--- src/hw/spdif_config_pkg.sv ---
// Function
// - Force bit makes receive data reads zero
// - Disabled receive queue accepts no samples
// - Queue reset leaves one sample remaining
// - Full threshold codes mean 1,2,3,6 samples
// - Bit 18 enables receive auto resync
// - Bit 17 enables transmit auto resync
// - Transmit control: zero, normal, reset, reserved
// - Receive DMA request when queue full
// - Transmit DMA request when transmit empty
// - Validity set when bit clear, cleared otherwise
// - Output source: off, feed-through, normal
// - User bits: none, receiver, transmitter
// - Subcode mode bit selects CD subcode
// - CD control bits 23-15, 7-3 read zero
// - Clock select with lock fallback codes
// - Lock bit read only, follows loop
// - Phase register reserved bits read zero
package spdif_config_pkg;

	// ************************************************************
	// Register indices; byte address is four times the index
	// ************************************************************
	localparam logic [23:0] CONFIG_INDEX    = 24'hFF_FF60;
	localparam logic [23:0] CD_TEXT_INDEX   = 24'hFF_FF61;
	localparam logic [23:0] PHASE_INDEX     = 24'hFF_FF62;
	localparam logic [23:0] RX_LEFT_INDEX   = 24'hFF_FF65;
	localparam logic [23:0] RX_RIGHT_INDEX  = 24'hFF_FF66;
	localparam logic [23:0] INT_STAT_INDEX  = 24'hFF_FF78;
	localparam logic [23:0] INT_MASK_INDEX  = 24'hFF_FF79;

	// ************************************************************
	// Reset values and writable masks
	// ************************************************************
	localparam logic [23:0] CONFIG_RESET    = 24'h00_0400;
	localparam logic [23:0] CD_TEXT_RESET   = 24'h00_0000;
	localparam logic [23:0] PHASE_RESET     = 24'h00_0000;
	localparam logic [23:0] CONFIG_WMASK    = 24'hFE_0F3F;
	localparam logic [23:0] CD_TEXT_WMASK   = 24'h00_0002;
	localparam logic [23:0] PHASE_WMASK     = 24'h00_07B8;

	// ************************************************************
	// Field positions
	// ************************************************************
	localparam int RD_ZERO_BIT   = 23;
	localparam int RXQ_DIS_BIT   = 22;
	localparam int RXQ_RST_BIT   = 21;
	localparam int RX_THR_LSB    = 19;
	localparam int RX_RESYNC_BIT = 18;
	localparam int TX_RESYNC_BIT = 17;
	localparam int TXQ_CTRL_LSB  = 10;
	localparam int DMA_RX_BIT    = 9;
	localparam int DMA_TX_BIT    = 8;
	localparam int RX_SEL_LSB    = 6;
	localparam int VALIDITY_BIT  = 5;
	localparam int TX_SRC_LSB    = 2;
	localparam int USER_SRC_LSB  = 0;
	localparam int SUBCODE_BIT   = 1;
	localparam int CLK_SRC_LSB   = 7;
	localparam int LOCK_BIT      = 6;
	localparam int GAIN_LSB      = 3;

	// Interrupt status bit positions
	localparam int IRQ_RX_FULL   = 0;
	localparam int IRQ_TX_EMPTY  = 1;
	localparam int IRQ_LOCK_GAIN = 2;
	localparam int IRQ_LOCK_LOSS = 3;
	localparam int IRQ_WIDTH     = 4;

	// ************************************************************
	// Field codes
	// ************************************************************
	localparam logic [1:0] TXQ_ZERO       = 2'h0;
	localparam logic [1:0] TXQ_NORMAL     = 2'h1;
	localparam logic [1:0] TXQ_RESET      = 2'h2;
	localparam logic [1:0] TXQ_RESERVED   = 2'h3;
	localparam logic [2:0] TXSRC_OFF      = 3'h0;
	localparam logic [2:0] TXSRC_THROUGH  = 3'h1;
	localparam logic [2:0] TXSRC_NORMAL   = 3'h5;
	localparam logic [1:0] USER_RESERVED  = 2'h2;
	localparam logic [1:0] RX_SEL_LINE1   = 2'h0;
	localparam logic [3:0] CLK_LAST_CODE  = 4'h9;
	localparam logic [3:0] CLK_FIXED_BASE = 4'h5;
	localparam logic [2:0] GAIN_RESERVED  = 3'h7;
	localparam logic [2:0] CLK_RECOVERED  = 3'h0;

	// Bus handshake states, Gray coded
	typedef enum logic [1:0] {
		BUS_IDLE   = 2'b00,
		BUS_ANSWER = 2'b01
	} bus_state_type;

	// Byte address of a register index
	function automatic logic [25:0] byte_addr(input logic [23:0] index);
		return {index, 2'b00};
	endfunction

	// Samples needed before the full indication rises
	function automatic logic [2:0] full_level(input logic [1:0] code);
		case (code)
			2'h0:    return 3'h1;
			2'h1:    return 3'h2;
			2'h2:    return 3'h3;
			default: return 3'h6;
		endcase
	endfunction

	// Byte-lane merge of a write into a 24-bit register
	function automatic logic [23:0] lane_merge(input logic [23:0] old, input logic [31:0] data,
		input logic [3:0] lanes);
		logic [23:0] result;
		result = old;
		for (int i = 0; i < 3; i++) begin
			if (lanes[i]) begin
				result[i*8 +: 8] = data[i*8 +: 8];
			end
		end
		return result;
	endfunction

endpackage

--- src/hw/pin_sync.sv ---
`timescale 1ns/10ps
module pin_sync import spdif_config_pkg::*; #(
	parameter int WIDTH = 1
) (
	// Clock and reset
	input  wire logic             clock,
	input  wire logic             reset_n,
	// Asynchronous level and its filtered copy
	input  wire logic [WIDTH-1:0] pin_in,
	output      logic [WIDTH-1:0] level_out
);

	logic [WIDTH-1:0] stage1_reg;
	logic [WIDTH-1:0] stage2_reg;
	logic [WIDTH-1:0] stage3_reg;

	if (WIDTH < 1) begin : width_check
		$error("pin_sync needs at least one bit");
	end

	// Three-stage chain; only stage two reads stage one
	always_ff @(posedge clock) begin
		if (!reset_n) begin
			stage1_reg <= '0;
			stage2_reg <= '0;
			stage3_reg <= '0;
		end else begin
			stage1_reg <= pin_in;
			stage2_reg <= stage1_reg;
			stage3_reg <= stage2_reg;
		end
	end

	// A change counts once stages two and three agree
	always_ff @(posedge clock) begin
		if (!reset_n) begin
			level_out <= '0;
		end else begin
			for (int i = 0; i < WIDTH; i++) begin
				if (stage2_reg[i] == stage3_reg[i]) begin
					level_out[i] <= stage3_reg[i];
				end
			end
		end
	end

endmodule

--- src/hw/rx_sample_queue.sv ---
`timescale 1ns/10ps
module rx_sample_queue import spdif_config_pkg::*; #(
	parameter int WIDTH = 24,
	parameter int DEPTH = 6
) (
	// Clock and reset
	input  wire logic                     clock,
	input  wire logic                     reset_n,
	// Control
	input  wire logic                     disable_in,
	input  wire logic                     keep_one,
	// Fill side
	input  wire logic                     push,
	input  wire logic [WIDTH-1:0]         push_data,
	// Drain side
	input  wire logic                     pop,
	output      logic [WIDTH-1:0]         head_reg,
	output      logic [$clog2(DEPTH+1)-1:0] count_reg
);

	localparam int PW = $clog2(DEPTH);

	logic [WIDTH-1:0] mem [DEPTH];
	logic [PW-1:0]    wr_ptr_reg;
	logic [PW-1:0]    rd_ptr_reg;
	logic             do_push;
	logic             do_pop;

	if (DEPTH < 6) begin : depth_check
		$error("rx_sample_queue needs room for six samples");
	end

	// Wrap a pointer at the queue depth
	function automatic logic [PW-1:0] step(input logic [PW-1:0] ptr);
		return (ptr == PW'(DEPTH - 1)) ? '0 : ptr + PW'(1);
	endfunction

	// Switched-off queue takes nothing from the line side
	assign do_push = push && !disable_in && (count_reg != ($clog2(DEPTH+1))'(DEPTH)) && !keep_one;
	assign do_pop  = pop && (count_reg != '0) && !keep_one;

	// Sample storage
	always_ff @(posedge clock) begin
		if (do_push) begin
			mem[wr_ptr_reg] <= push_data;
		end
	end

	// Head word comes out of a register
	always_ff @(posedge clock) begin
		if (!reset_n) begin
			head_reg <= '0;
		end else begin
			head_reg <= mem[rd_ptr_reg];
		end
	end

	// Pointers and fill count; reset holds one sample back
	always_ff @(posedge clock) begin
		if (!reset_n) begin
			wr_ptr_reg <= '0;
			rd_ptr_reg <= '0;
			count_reg  <= '0;
		end else if (keep_one) begin
			if (count_reg > 1) begin
				rd_ptr_reg <= (wr_ptr_reg == '0) ? PW'(DEPTH - 1) : wr_ptr_reg - PW'(1);
				count_reg  <= ($clog2(DEPTH+1))'(1);
			end
		end else begin
			if (do_push) begin
				wr_ptr_reg <= step(wr_ptr_reg);
			end
			if (do_pop) begin
				rd_ptr_reg <= step(rd_ptr_reg);
			end
			if (do_push && !do_pop) begin
				count_reg <= count_reg + 1'b1;
			end else if (do_pop && !do_push) begin
				count_reg <= count_reg - 1'b1;
			end
		end
	end

endmodule

--- src/hw/spdif_control_config_regs.sv ---
// The Avalon-MM register port was decided locally.
`timescale 1ns/10ps
module spdif_control_config_regs import spdif_config_pkg::*; #(
	parameter int SAMPLE_WIDTH = 24,
	parameter int QUEUE_DEPTH  = 6
) (
	// Clock and reset
	input  wire logic                    clock,
	input  wire logic                    reset_n,
	// Avalon-MM slave
	input  wire logic [25:0]             address,
	input  wire logic                    read,
	input  wire logic                    write,
	input  wire logic [31:0]             writedata,
	input  wire logic [3:0]              byteenable,
	output      logic [31:0]             readdata,
	output      logic                    waitrequest,
	// Receiver side
	input  wire logic                    rx_sample_valid,
	input  wire logic [SAMPLE_WIDTH-1:0] rx_sample,
	input  wire logic                    dpll_lock_pin,
	input  wire logic                    line_input_one,
	// Transmitter side
	input  wire logic                    tx_bitstream,
	input  wire logic                    tx_queue_empty,
	output      logic                    line_out,
	output      logic                    tx_validity_bit,
	output      logic                    tx_send_zero,
	output      logic                    tx_queue_reset,
	output      logic [1:0]              user_bits_source,
	// Resync, clocking and loop controls
	output      logic                    rx_auto_resync_en,
	output      logic                    tx_auto_resync_en,
	output      logic                    subcode_mode,
	output      logic [2:0]              tx_clock_select,
	output      logic [2:0]              loop_gain_select,
	// Requests and interrupt
	output      logic                    rx_full,
	output      logic                    dma_rx_request,
	output      logic                    dma_tx_request,
	output      logic                    irq
);

	localparam int CW = $clog2(QUEUE_DEPTH + 1);

	// ************************************************************
	// Declarations
	// ************************************************************
	bus_state_type         bus_state_reg;
	bus_state_type         bus_state_next;
	logic [23:0]           config_reg;
	logic [23:0]           cd_text_reg;
	logic [23:0]           phase_reg;
	logic [IRQ_WIDTH-1:0]  int_stat_reg;
	logic [IRQ_WIDTH-1:0]  int_mask_reg;
	logic [IRQ_WIDTH-1:0]  stat_taken_reg;
	logic [IRQ_WIDTH-1:0]  events;
	logic [23:0]           read_word;
	logic                  accept;
	logic                  rd_data_hit;
	logic                  sync_lock;
	logic                  sync_line;
	logic                  lock_prev_reg;
	logic                  full_prev_reg;
	logic                  empty_prev_reg;
	logic [SAMPLE_WIDTH-1:0] queue_head;
	logic [CW-1:0]         queue_count;
	logic [23:0]           cfg_wr;
	logic [23:0]           phase_wr;

	if (SAMPLE_WIDTH < 1 || SAMPLE_WIDTH > 24) begin : width_check
		$error("sample width must fit a 24-bit register");
	end

	// ************************************************************
	// Pin synchronisers
	// ************************************************************

	// Lock pin and line input arrive from outside this clock
	pin_sync #(
		.WIDTH (2)
	) u_pin_sync (
		.clock     (clock),
		.reset_n   (reset_n),
		.pin_in    ({dpll_lock_pin, line_input_one}),
		.level_out ({sync_lock, sync_line})
	);

	// ************************************************************
	// Bus handshake
	// ************************************************************

	// One wait cycle, then the answer; unmapped addresses answer too
	always_comb begin
		bus_state_next = bus_state_reg;
		case (bus_state_reg)
			BUS_IDLE: begin
				if (read || write) begin
					bus_state_next = BUS_ANSWER;
				end
			end
			BUS_ANSWER: begin
				bus_state_next = BUS_IDLE;
			end
			default: begin
				bus_state_next = BUS_IDLE;
			end
		endcase
	end

	always_ff @(posedge clock) begin
		if (!reset_n) begin
			bus_state_reg <= BUS_IDLE;
		end else begin
			bus_state_reg <= bus_state_next;
		end
	end

	assign waitrequest = (read || write) && (bus_state_reg != BUS_ANSWER);
	assign accept      = (read || write) && (bus_state_reg == BUS_ANSWER);
	assign rd_data_hit = (address == byte_addr(RX_LEFT_INDEX)) || (address == byte_addr(RX_RIGHT_INDEX));

	// ************************************************************
	// Read path
	// ************************************************************

	// Register image for the addressed word
	always_comb begin
		read_word = 24'h00_0000;
		if (address == byte_addr(CONFIG_INDEX)) begin
			read_word = config_reg;
		end else if (address == byte_addr(CD_TEXT_INDEX)) begin
			read_word = cd_text_reg & CD_TEXT_WMASK;
		end else if (address == byte_addr(PHASE_INDEX)) begin
			read_word = phase_reg & PHASE_WMASK;
			read_word[LOCK_BIT] = sync_lock;
		end else if (rd_data_hit) begin
			if (!config_reg[RD_ZERO_BIT]) begin
				read_word[SAMPLE_WIDTH-1:0] = queue_head;
			end
		end else if (address == byte_addr(INT_STAT_INDEX)) begin
			read_word[IRQ_WIDTH-1:0] = int_stat_reg;
		end else if (address == byte_addr(INT_MASK_INDEX)) begin
			read_word[IRQ_WIDTH-1:0] = int_mask_reg;
		end
	end

	// Read data settle in the wait cycle so they stand at the answer edge
	always_ff @(posedge clock) begin
		if (!reset_n) begin
			readdata       <= 32'h0000_0000;
			stat_taken_reg <= '0;
		end else if (read && bus_state_reg == BUS_IDLE) begin
			readdata       <= {8'h00, read_word};
			stat_taken_reg <= (address == byte_addr(INT_STAT_INDEX)) ? int_stat_reg : '0;
		end
	end

	// ************************************************************
	// Write path
	// ************************************************************

	// Merged write images, reserved bits dropped
	assign cfg_wr   = lane_merge(config_reg, writedata, byteenable) & CONFIG_WMASK;
	assign phase_wr = lane_merge(phase_reg, writedata, byteenable) & PHASE_WMASK;

	// Main configuration; a reserved code keeps the field as it was
	always_ff @(posedge clock) begin
		if (!reset_n) begin
			config_reg <= CONFIG_RESET;
		end else if (accept && write && address == byte_addr(CONFIG_INDEX)) begin
			config_reg <= cfg_wr;
			config_reg[RX_SEL_LSB +: 2] <= RX_SEL_LINE1;
			if (cfg_wr[TXQ_CTRL_LSB +: 2] == TXQ_RESERVED) begin
				config_reg[TXQ_CTRL_LSB +: 2] <= config_reg[TXQ_CTRL_LSB +: 2];
			end
			if (cfg_wr[TX_SRC_LSB +: 3] != TXSRC_OFF && cfg_wr[TX_SRC_LSB +: 3] != TXSRC_THROUGH &&
				cfg_wr[TX_SRC_LSB +: 3] != TXSRC_NORMAL) begin
				config_reg[TX_SRC_LSB +: 3] <= config_reg[TX_SRC_LSB +: 3];
			end
			if (cfg_wr[USER_SRC_LSB +: 2] == USER_RESERVED) begin
				config_reg[USER_SRC_LSB +: 2] <= config_reg[USER_SRC_LSB +: 2];
			end
		end
	end

	// Subcode mode register keeps only its one live bit
	always_ff @(posedge clock) begin
		if (!reset_n) begin
			cd_text_reg <= CD_TEXT_RESET;
		end else if (accept && write && address == byte_addr(CD_TEXT_INDEX)) begin
			cd_text_reg <= lane_merge(cd_text_reg, writedata, byteenable) & CD_TEXT_WMASK;
		end
	end

	// Phase register; lock bit is never stored, so writes cannot touch it
	always_ff @(posedge clock) begin
		if (!reset_n) begin
			phase_reg <= PHASE_RESET;
		end else if (accept && write && address == byte_addr(PHASE_INDEX)) begin
			phase_reg <= phase_wr;
			if (phase_wr[CLK_SRC_LSB +: 4] > CLK_LAST_CODE) begin
				phase_reg[CLK_SRC_LSB +: 4] <= phase_reg[CLK_SRC_LSB +: 4];
			end
			if (phase_wr[GAIN_LSB +: 3] == GAIN_RESERVED) begin
				phase_reg[GAIN_LSB +: 3] <= phase_reg[GAIN_LSB +: 3];
			end
		end
	end

	// ************************************************************
	// Receive queue
	// ************************************************************

	// Each accepted data read pops one sample, even when forced to zero, except while the queue reset bit holds keep_one
	rx_sample_queue #(
		.WIDTH (SAMPLE_WIDTH),
		.DEPTH (QUEUE_DEPTH)
	) u_rx_queue (
		.clock      (clock),
		.reset_n    (reset_n),
		.disable_in (config_reg[RXQ_DIS_BIT]),
		.keep_one   (config_reg[RXQ_RST_BIT]),
		.push       (rx_sample_valid),
		.push_data  (rx_sample),
		.pop        (accept && read && rd_data_hit),
		.head_reg   (queue_head),
		.count_reg  (queue_count)
	);

	// ************************************************************
	// Control outputs
	// ************************************************************

	// Full level and DMA requests are registered to keep them glitch free
	always_ff @(posedge clock) begin
		if (!reset_n) begin
			rx_full        <= 1'b0;
			dma_rx_request <= 1'b0;
			dma_tx_request <= 1'b0;
		end else begin
			rx_full        <= queue_count >= CW'(full_level(config_reg[RX_THR_LSB +: 2]));
			dma_rx_request <= config_reg[DMA_RX_BIT] &&
				(queue_count >= CW'(full_level(config_reg[RX_THR_LSB +: 2])));
			dma_tx_request <= config_reg[DMA_TX_BIT] && tx_queue_empty;
		end
	end

	// Transmit path selection; reserved codes never reach the register
	always_ff @(posedge clock) begin
		if (!reset_n) begin
			line_out <= 1'b0;
		end else begin
			case (config_reg[TX_SRC_LSB +: 3])
				TXSRC_THROUGH: line_out <= sync_line;
				TXSRC_NORMAL:  line_out <= tx_bitstream && (config_reg[TXQ_CTRL_LSB +: 2] != TXQ_ZERO);
				default:       line_out <= 1'b0;
			endcase
		end
	end

	// Clock selection falls back to the fixed source while unlocked
	always_ff @(posedge clock) begin
		if (!reset_n) begin
			tx_clock_select <= CLK_RECOVERED;
		end else if (phase_reg[CLK_SRC_LSB +: 4] >= CLK_FIXED_BASE) begin
			tx_clock_select <= 3'(phase_reg[CLK_SRC_LSB +: 4] - CLK_FIXED_BASE) + 3'h1;
		end else if (sync_lock) begin
			tx_clock_select <= CLK_RECOVERED;
		end else begin
			tx_clock_select <= phase_reg[CLK_SRC_LSB +: 3] + 3'h1;
		end
	end

	// Straight decodes of stored fields
	assign tx_validity_bit   = !config_reg[VALIDITY_BIT];
	assign tx_send_zero      = config_reg[TXQ_CTRL_LSB +: 2] == TXQ_ZERO;
	assign tx_queue_reset    = config_reg[TXQ_CTRL_LSB +: 2] == TXQ_RESET;
	assign rx_auto_resync_en = config_reg[RX_RESYNC_BIT];
	assign tx_auto_resync_en = config_reg[TX_RESYNC_BIT];
	assign user_bits_source  = config_reg[USER_SRC_LSB +: 2];
	assign subcode_mode      = cd_text_reg[SUBCODE_BIT];
	assign loop_gain_select  = phase_reg[GAIN_LSB +: 3];

	// ************************************************************
	// Interrupts
	// ************************************************************

	// Previous levels for edge detection
	always_ff @(posedge clock) begin
		if (!reset_n) begin
			lock_prev_reg  <= 1'b0;
			full_prev_reg  <= 1'b0;
			empty_prev_reg <= 1'b0;
		end else begin
			lock_prev_reg  <= sync_lock;
			full_prev_reg  <= rx_full;
			empty_prev_reg <= tx_queue_empty;
		end
	end

	always_comb begin
		events = '0;
		events[IRQ_RX_FULL]   = rx_full && !full_prev_reg;
		events[IRQ_TX_EMPTY]  = tx_queue_empty && !empty_prev_reg;
		events[IRQ_LOCK_GAIN] = sync_lock && !lock_prev_reg;
		events[IRQ_LOCK_LOSS] = !sync_lock && lock_prev_reg;
	end

	// Read clears only the bits it returned; a new event wins over the clear
	always_ff @(posedge clock) begin
		if (!reset_n) begin
			int_stat_reg <= '0;
		end else if (accept && read && address == byte_addr(INT_STAT_INDEX)) begin
			int_stat_reg <= (int_stat_reg & ~stat_taken_reg) | events;
		end else begin
			int_stat_reg <= int_stat_reg | events;
		end
	end

	// Mask register, one bit per status bit
	always_ff @(posedge clock) begin
		if (!reset_n) begin
			int_mask_reg <= '0;
		end else if (accept && write && address == byte_addr(INT_MASK_INDEX) && byteenable[0]) begin
			int_mask_reg <= writedata[IRQ_WIDTH-1:0];
		end
	end

	assign irq = |(int_stat_reg & int_mask_reg);

endmodule

--- config.mk ---
export PLATFORM = sky130hd
export DESIGN_NAME = spdif_control_config_regs
export DESIGN_NICKNAME = d
export VERILOG_FILES = /design/src/hw/spdif_config_pkg.sv /design/src/hw/pin_sync.sv /design/src/hw/rx_sample_queue.sv /design/src/hw/spdif_control_config_regs.sv
export SDC_FILE = /design/constraint.sdc
export NUM_CORES = 1
export LEC_CHECK = 0
export BUFFER_PORTS_ARGS = -buffer_cell sky130_fd_sc_hd__buf_2
export CAP_MARGIN = 10
export CELL_PAD_IN_SITES_DETAIL_PLACEMENT = 0
export CELL_PAD_IN_SITES_GLOBAL_PLACEMENT = 1
export CORE_ASPECT_RATIO = 0.8
export CORE_MARGIN = 5
export CORE_UTILIZATION = 42
export DETAILED_ROUTE_END_ITERATION = 7
export PLACE_DENSITY_LB_ADDON = 0.25
export SYNTH_ARGS = -nofsm -noshare
export SYNTH_HDL_FRONTEND = slang
export SYNTH_SLANG_ARGS = --single-unit
export TNS_END_PERCENT = 50
--- constraint.sdc ---
create_clock -name clock -period 3.75 [get_ports clock]
set_input_delay 0.75 -clock clock [delete_from_list [all_inputs] [get_ports clock]]
set_output_delay 0.75 -clock clock [all_outputs]
set_load 0.005 [all_outputs]
==> flow_metrics.tcl, run 1 <==
set metrics [dict create \
    final_common_cell "edfxtp_1" \
    synth_area_leader_cell "edfxtp_1" \
    h-tree-depth 1 \
    power.density_nw_per_um2 484 \
    tightestPinTransition_ns 1.07 \
    synth_seq_cells 257 \
    cp-end-kind "register" \
    drt.antenna.violating_nets 0 \
    clk_pin_slew_ns 0.06 \
    syn_avg_cell_area_um2 12.6 \
    drt_pass1_iterations 7 \
    p_leak_uw 0.00433 \
    cts_tree "built" \
    die_h_um 151 \
    hold_viol 0 \
    drc_errors 0 \
    wl_per_cell_um 19.4 \
    start_kind "register" \
    clock_skew_ns 0.00926 \
    syn-cell-area_um2 10400 \
    ys.warnings.count 0 \
    reg2reg_slack_ns 1.00 \
    drtIter0Drc 486 \
    crit_required_ns 3.98 \
    fin_nets 1054 \
    synth-async-reset-ratio_pct 0 \
    io_pins 147 \
    fin_crit_sh_pct 73.3 \
    status "complete, no violations" \
    initial_core_util_pct 42.7 \
    vias 6788 \
    final_cell_mix "edfxtp_1 (144), buf_2 (123), dfxtp_1 (111)" \
    critPathMaxFanout 18 \
    grt_pass1_vias 6539 \
    routed_wirelength_um 24900 \
    busiest_layer "met2" \
    synth_top_cell_area_share_pct 41.7 \
    port_buffers 123 \
    globalRouteMet3Util_pct 3.60 \
    use_met1_pct 26.3 \
    slew_violations 0 \
    dp.cells 1236 \
    fill_cells 2175 \
    die_w_um 186 \
    cts.sinks 257 \
    core_area_um2 24300 \
    die_area_um2 28000 \
    synth_area_leaders "edfxtp_1 (42%), dfxtp_1 (22%), mux4_2 (5.2%), mux2i_1 (4.0%), nor2_1 (3.0%)" \
    gp_congestion 0.854 \
    use_met2_pct 27.4 \
    rsz0062_at_grt "false" \
    clock.fmax_ghz 0.364 \
    setup_viol 0 \
    cp.arrival_ns 2.98 \
    clkLatencyLatePin_ns 0.54 \
    numCtsBuffers 27 \
    synth.distinct_cells 62 \
    fin_setup_tns_ns 0 \
    ir_worst_vdd_mv 0.373 \
    post-cts-setup-buffers 0 \
    period_needed_ns 2.75 \
    crit_type "reg -> reg" \
    hold_path.class "in -> reg" \
    largest_reg_flops 144 \
    synth_edf_count 144 \
    grt_overflow 0 \
    power_uw 5920 \
    grt_usage_pct 17.7 \
    ctsResizeCount 0 \
    area_delta_synth_final_pct 18.0 \
    drv_cap 0 \
    slew-limit-headroom_pct 28.4 \
    synth_cells 822 \
    ys.flop_type "edfxtp_1" \
    stdcell_count 1285 \
    synth-seq-area-share_pct 63.5 \
    clockBufferDepth 3 \
    num_rows 51 \
    routed_via_density 5.28 \
    grt_max_degree 52 \
    grt_pass1_wl_um 38400 \
    cts-root-buf "clkbuf_16" \
    drive_gt1_share_pct 24.0 \
    antenna_found_initial 2 \
    antennaDiodeCount 0 \
    hold_buffers 0 \
    post-dp-hpwl_um 17100 \
]
Yosys cell counts (2+ instances only):
cell	number
a211oi_1	31
a21o_1	2
a21oi_1	46
a222oi_1	5
a22o_1	6
a22oi_1	12
a2bb2oi_1	2
a31oi_1	7
and2_1	15
and3_1	6
and4_1	2
buf_1	6
buf_2	8
buf_4	14
clkbuf_1	32
dfxtp_1	113
edfxtp_1	144
ha_1	12
inv_1	18
mux2_2	3
mux2i_1	41
mux4_2	24
nand2_1	48
nand2b_1	8
nand3_1	31
nand4_1	7
nor2_1	84
nor2b_1	5
nor3_1	15
nor3b_1	5
nor4_4	2
nor4b_1	2
o211ai_1	2
o21ai_0	28
o21ai_1	2
o21ba_2	3
o31ai_1	2
o32ai_1	2
or3_1	2
xnor2_1	3
path summary, 6_finish.rpt:
| check | to | startpoint | cells after the start |
|---|---|---|---|
| min reg2reg | u_pin_sync.stage2_reg[0] | u_pin_sync.stage1_reg[0] | 1 |
| max | u_rx_queue.mem[5][16] | u_rx_queue.count_reg[0] | 7 |
| min | u_pin_sync.stage1_reg[0] | line_input_one | 2 |
| max reg2reg | u_rx_queue.mem[5][16] | u_rx_queue.count_reg[0] | 7 |
layer usage:
| metal | vias to the layer above | routed length (um) |
|---|---|---|
| met4 | 4 | 436 |
| met3 | 37 | 1660 |
| met1 | 3246 | 11700 |
| met2 | 195 | 11000 |
| met5 | - | 27 |
| li1 | 3306 | - |
worst max-delay path, stage by stage, from the launching register on:
cell,delay [ns]
dfxtp_1,0.40
inv_1,0.16
ha_1,0.25
a2111oi_1,0.51
buf_4,0.23
nand2_1,0.12
nor3b_4,0.52
buf_12,0.25
through the flow:
step	worst slack, ns	hold WS [ns]	util (%)	cell area, um^2
finish	1.00	0.419	50.3	12200
global route	0.762	0.396	50.3	12200
global placement	0.905	0.421	46.8	11400
floorplan	-0.0933	0.412	-	10400
detailed placement	0.891	0.428	46.8	11400
CTS	0.991	0.390	50.3	12200
power by group:
part	internal [uW]	switching (uW)
Clock	1460	1070
Combinational	114	179
Sequential	3050	32.1
Total	4630	1280
kinds of logic after synthesis:
kind of cell | count (synthesis) | synth area share (%)
compound gates | 158 | 9.94
xor+xnor | 3 | 0.253
fa+ha+maj | 12 | 1.45
buf+inv | 79 | 3.46
flops | 257 | 63.5
mux | 68 | 9.49
other cells | 1 | 0.0362
simple gates | 244 | 11.9
area by class of cell:
| type | instances | area, um^2 | share of cell area, % |
|---|---|---|---|
| flip-flops and latches | 257 | 6590 | 53.9 |
| multi-input cells | 493 | 3490 | 28.6 |
| repair buffers | 149 | 836 | 6.83 |
| clock buffers | 32 | 694 | 5.68 |
| well taps | 318 | 398 | 3.25 |
| clock inverters | 17 | 149 | 1.22 |
| inverters | 19 | 71.3 | 0.583 |
Note: power is estimated with default switching activity, not from simulation.
==> run 2: changes to the inputs <==
--- a/config.mk
+++ b/config.mk
@@ -11,7 +11,7 @@
 export CELL_PAD_IN_SITES_GLOBAL_PLACEMENT = 1
 export CORE_ASPECT_RATIO = 0.8
 export CORE_MARGIN = 5
-export CORE_UTILIZATION = 42
+export CORE_UTILIZATION = 46
 export DETAILED_ROUTE_END_ITERATION = 7
 export PLACE_DENSITY_LB_ADDON = 0.25
 export SYNTH_ARGS = -nofsm -noshare
==> constraint.sdc (replaced) <==
create_clock -name clock -period 2.62 [get_ports clock]
set_input_delay 0.524 -clock clock [delete_from_list [all_inputs] [get_ports clock]]
set_output_delay 0.524 -clock clock [all_outputs]
set_load 0.005 [all_outputs]
==> run 2 against run 1 <==
Sequential power rose by 43%. Core utilization rose by 5.5 points. First-iteration DRC count rose by 6.4%. Highest routed layer unchanged.
==> flow_metrics.tcl, run 2 (synthesized netlist as in run 1, its figures left out) <==
set metrics [dict create \
    hold_viol 0 \
    largest_reg_flops 144 \
    cts-root-buf "clkbuf_16" \
    tightestPinTransition_ns 0.535 \
    post-dp-hpwl_um 17500 \
    area_delta_synth_final_pct 20.1 \
    rsz0062_at_grt "false" \
    slew_violations 0 \
    grt_max_degree 28 \
    grt_pass1_vias 6819 \
    routed_via_density 5.39 \
    clock_skew_ns 0.00822 \
    final_cell_mix "edfxtp_1 (144), buf_2 (123), dfxtp_1 (111)" \
    grt_pass1_wl_um 38700 \
    grt_usage_pct 19.5 \
    die_area_um2 25700 \
    drive_gt1_share_pct 25.8 \
    gp_congestion 0.840 \
    critPathSlowestCell "a2111oi_2" \
    final_common_cell "edfxtp_1" \
    start_kind "register" \
    antennaDiodeCount 0 \
    antenna_found_initial 1 \
    path_delay_family "buffers and inverters" \
    die_w_um 178 \
    grt_overflow 0 \
    clk_pin_slew_ns 0.06 \
    power_uw 8650 \
    drtIter0Drc 517 \
    hold_buffers 0 \
    drc_errors 0 \
    whs_ns 0.207 \
    post-cts-setup-buffers 0 \
    p_leak_uw 0.00446 \
    wl_per_cell_um 19.6 \
    num_rows 49 \
    clockBufferDepth 3 \
    crit_chain "inv_1 -> ha_1 -> a2111oi_2 -> buf_4 -> nand2_1 -> nor3b_4 -> buf_12" \
    die_h_um 144 \
    drt_pass1_iterations 6 \
    ctsResizeCount 0 \
    hold_path.class "in -> reg" \
    drt.antenna.violating_nets 0 \
    core_area_um2 22300 \
    io_pins 147 \
    slew-limit-headroom_pct 64.3 \
    h-tree-depth 1 \
    status "complete, no violations" \
    fin_nets 1070 \
    critPathMaxFanout 24 \
    clock.fmax_ghz 0.407 \
    critPathBufInv 3 \
    period_needed_ns 2.46 \
    initial_core_util_pct 46.5 \
    crit_required_ns 2.84 \
    vias 6944 \
    routed_wirelength_um 25200 \
    setup_viol 0 \
    cts_tree "built" \
    cp-end-kind "register" \
    crit_type "reg -> reg" \
    slowest_delay_ns 0.48 \
    numCtsBuffers 26 \
    port_buffers 123 \
    clkLatencyLatePin_ns 0.53 \
    fin_crit_sh_pct 93.9 \
    ir_worst_vdd_mv 0.510 \
    cp.arrival_ns 2.68 \
    drv_cap 0 \
    cts.sinks 257 \
    power.density_nw_per_um2 694 \
]
-- run 2: cell count changes in the layout (fill, tap and decap cells not counted), moves of 2 or more --
cell / before / now
buf_4: 24 / 37
buf_12: 2 / 6
clkinv_1: 8 / 4
clkinv_2: 3 / 6
bufinv_16: 2 / 4
clkbuf_8: 0 / 2
nor3_2: 3 / 1
nor3_4: 1 / 3
-- run 2: worst paths after layout --
check,from,end,depth (start not counted),slack (ns)
hold reg to reg,u_pin_sync.stage1_reg[0],u_pin_sync.stage2_reg[0],1,0.43
hold / removal,dpll_lock_pin,u_pin_sync.stage1_reg[1],2,0.21
setup reg to reg,u_rx_queue.count_reg[0],u_rx_queue.mem[5][13],7,0.16
setup / recovery,u_rx_queue.count_reg[0],u_rx_queue.mem[5][13],7,0.16
-- run 2: power by group --
part / switching [uW] / leakage, uW / internal [uW] / total [uW]
logic: 261 / 0.00178 / 173 / 434
registers: 50.4 / 0.00223 / 4370 / 4420
clock network: 1520 / 0.000437 / 2280 / 3790
total: 1830 / 0.00446 / 6820 / 8650
-- run 2: layout make-up --
class	count	area (um^2)
fillers	1945	9860
inverters	19	71.3
well taps	306	383
repair buffers	166	1010
clock inverters	16	190
multi-input cells	493	3510
clock buffers	32	693
flip-flops and latches	257	6590
-- run 2: layer usage --
metal	wire (um)	part of all wire, %	GRT usage [%]	vias up
li1	-	-	-	3341
met1	11800	47	29.1	3375
met2	11400	45	30.6	202
met3	1660	6.6	3.61	24
met4	289	1.1	3.38	2
met5	13	0.052	0	-
-- run 2: per-stage QoR --
step / cells / setup TNS [ns] / util (%) / setup slack, ns / area (um^2)
after floorplan: 829 / -6.10 / - / -0.228 / 10400
after global placement: 1241 / 0 / 51.8 / 0.0968 / 11600
after detailed placement: 1241 / 0 / 51.8 / 0.0858 / 11600
after CTS: 1289 / 0 / 55.8 / 0.159 / 12500
after global routing: 1289 / 0 / 55.8 / 0.0294 / 12500
final: 1289 / 0 / 55.8 / 0.160 / 12500
-- run 2: worst reg2reg max path, stage by stage (launching register included) --
cell and delay (ns):
dfxtp_1 0.41, inv_1 0.15, ha_1 0.26, a2111oi_2 0.48, buf_4 0.22, nand2_1 0.13, nor3b_4 0.26, buf_12 0.23
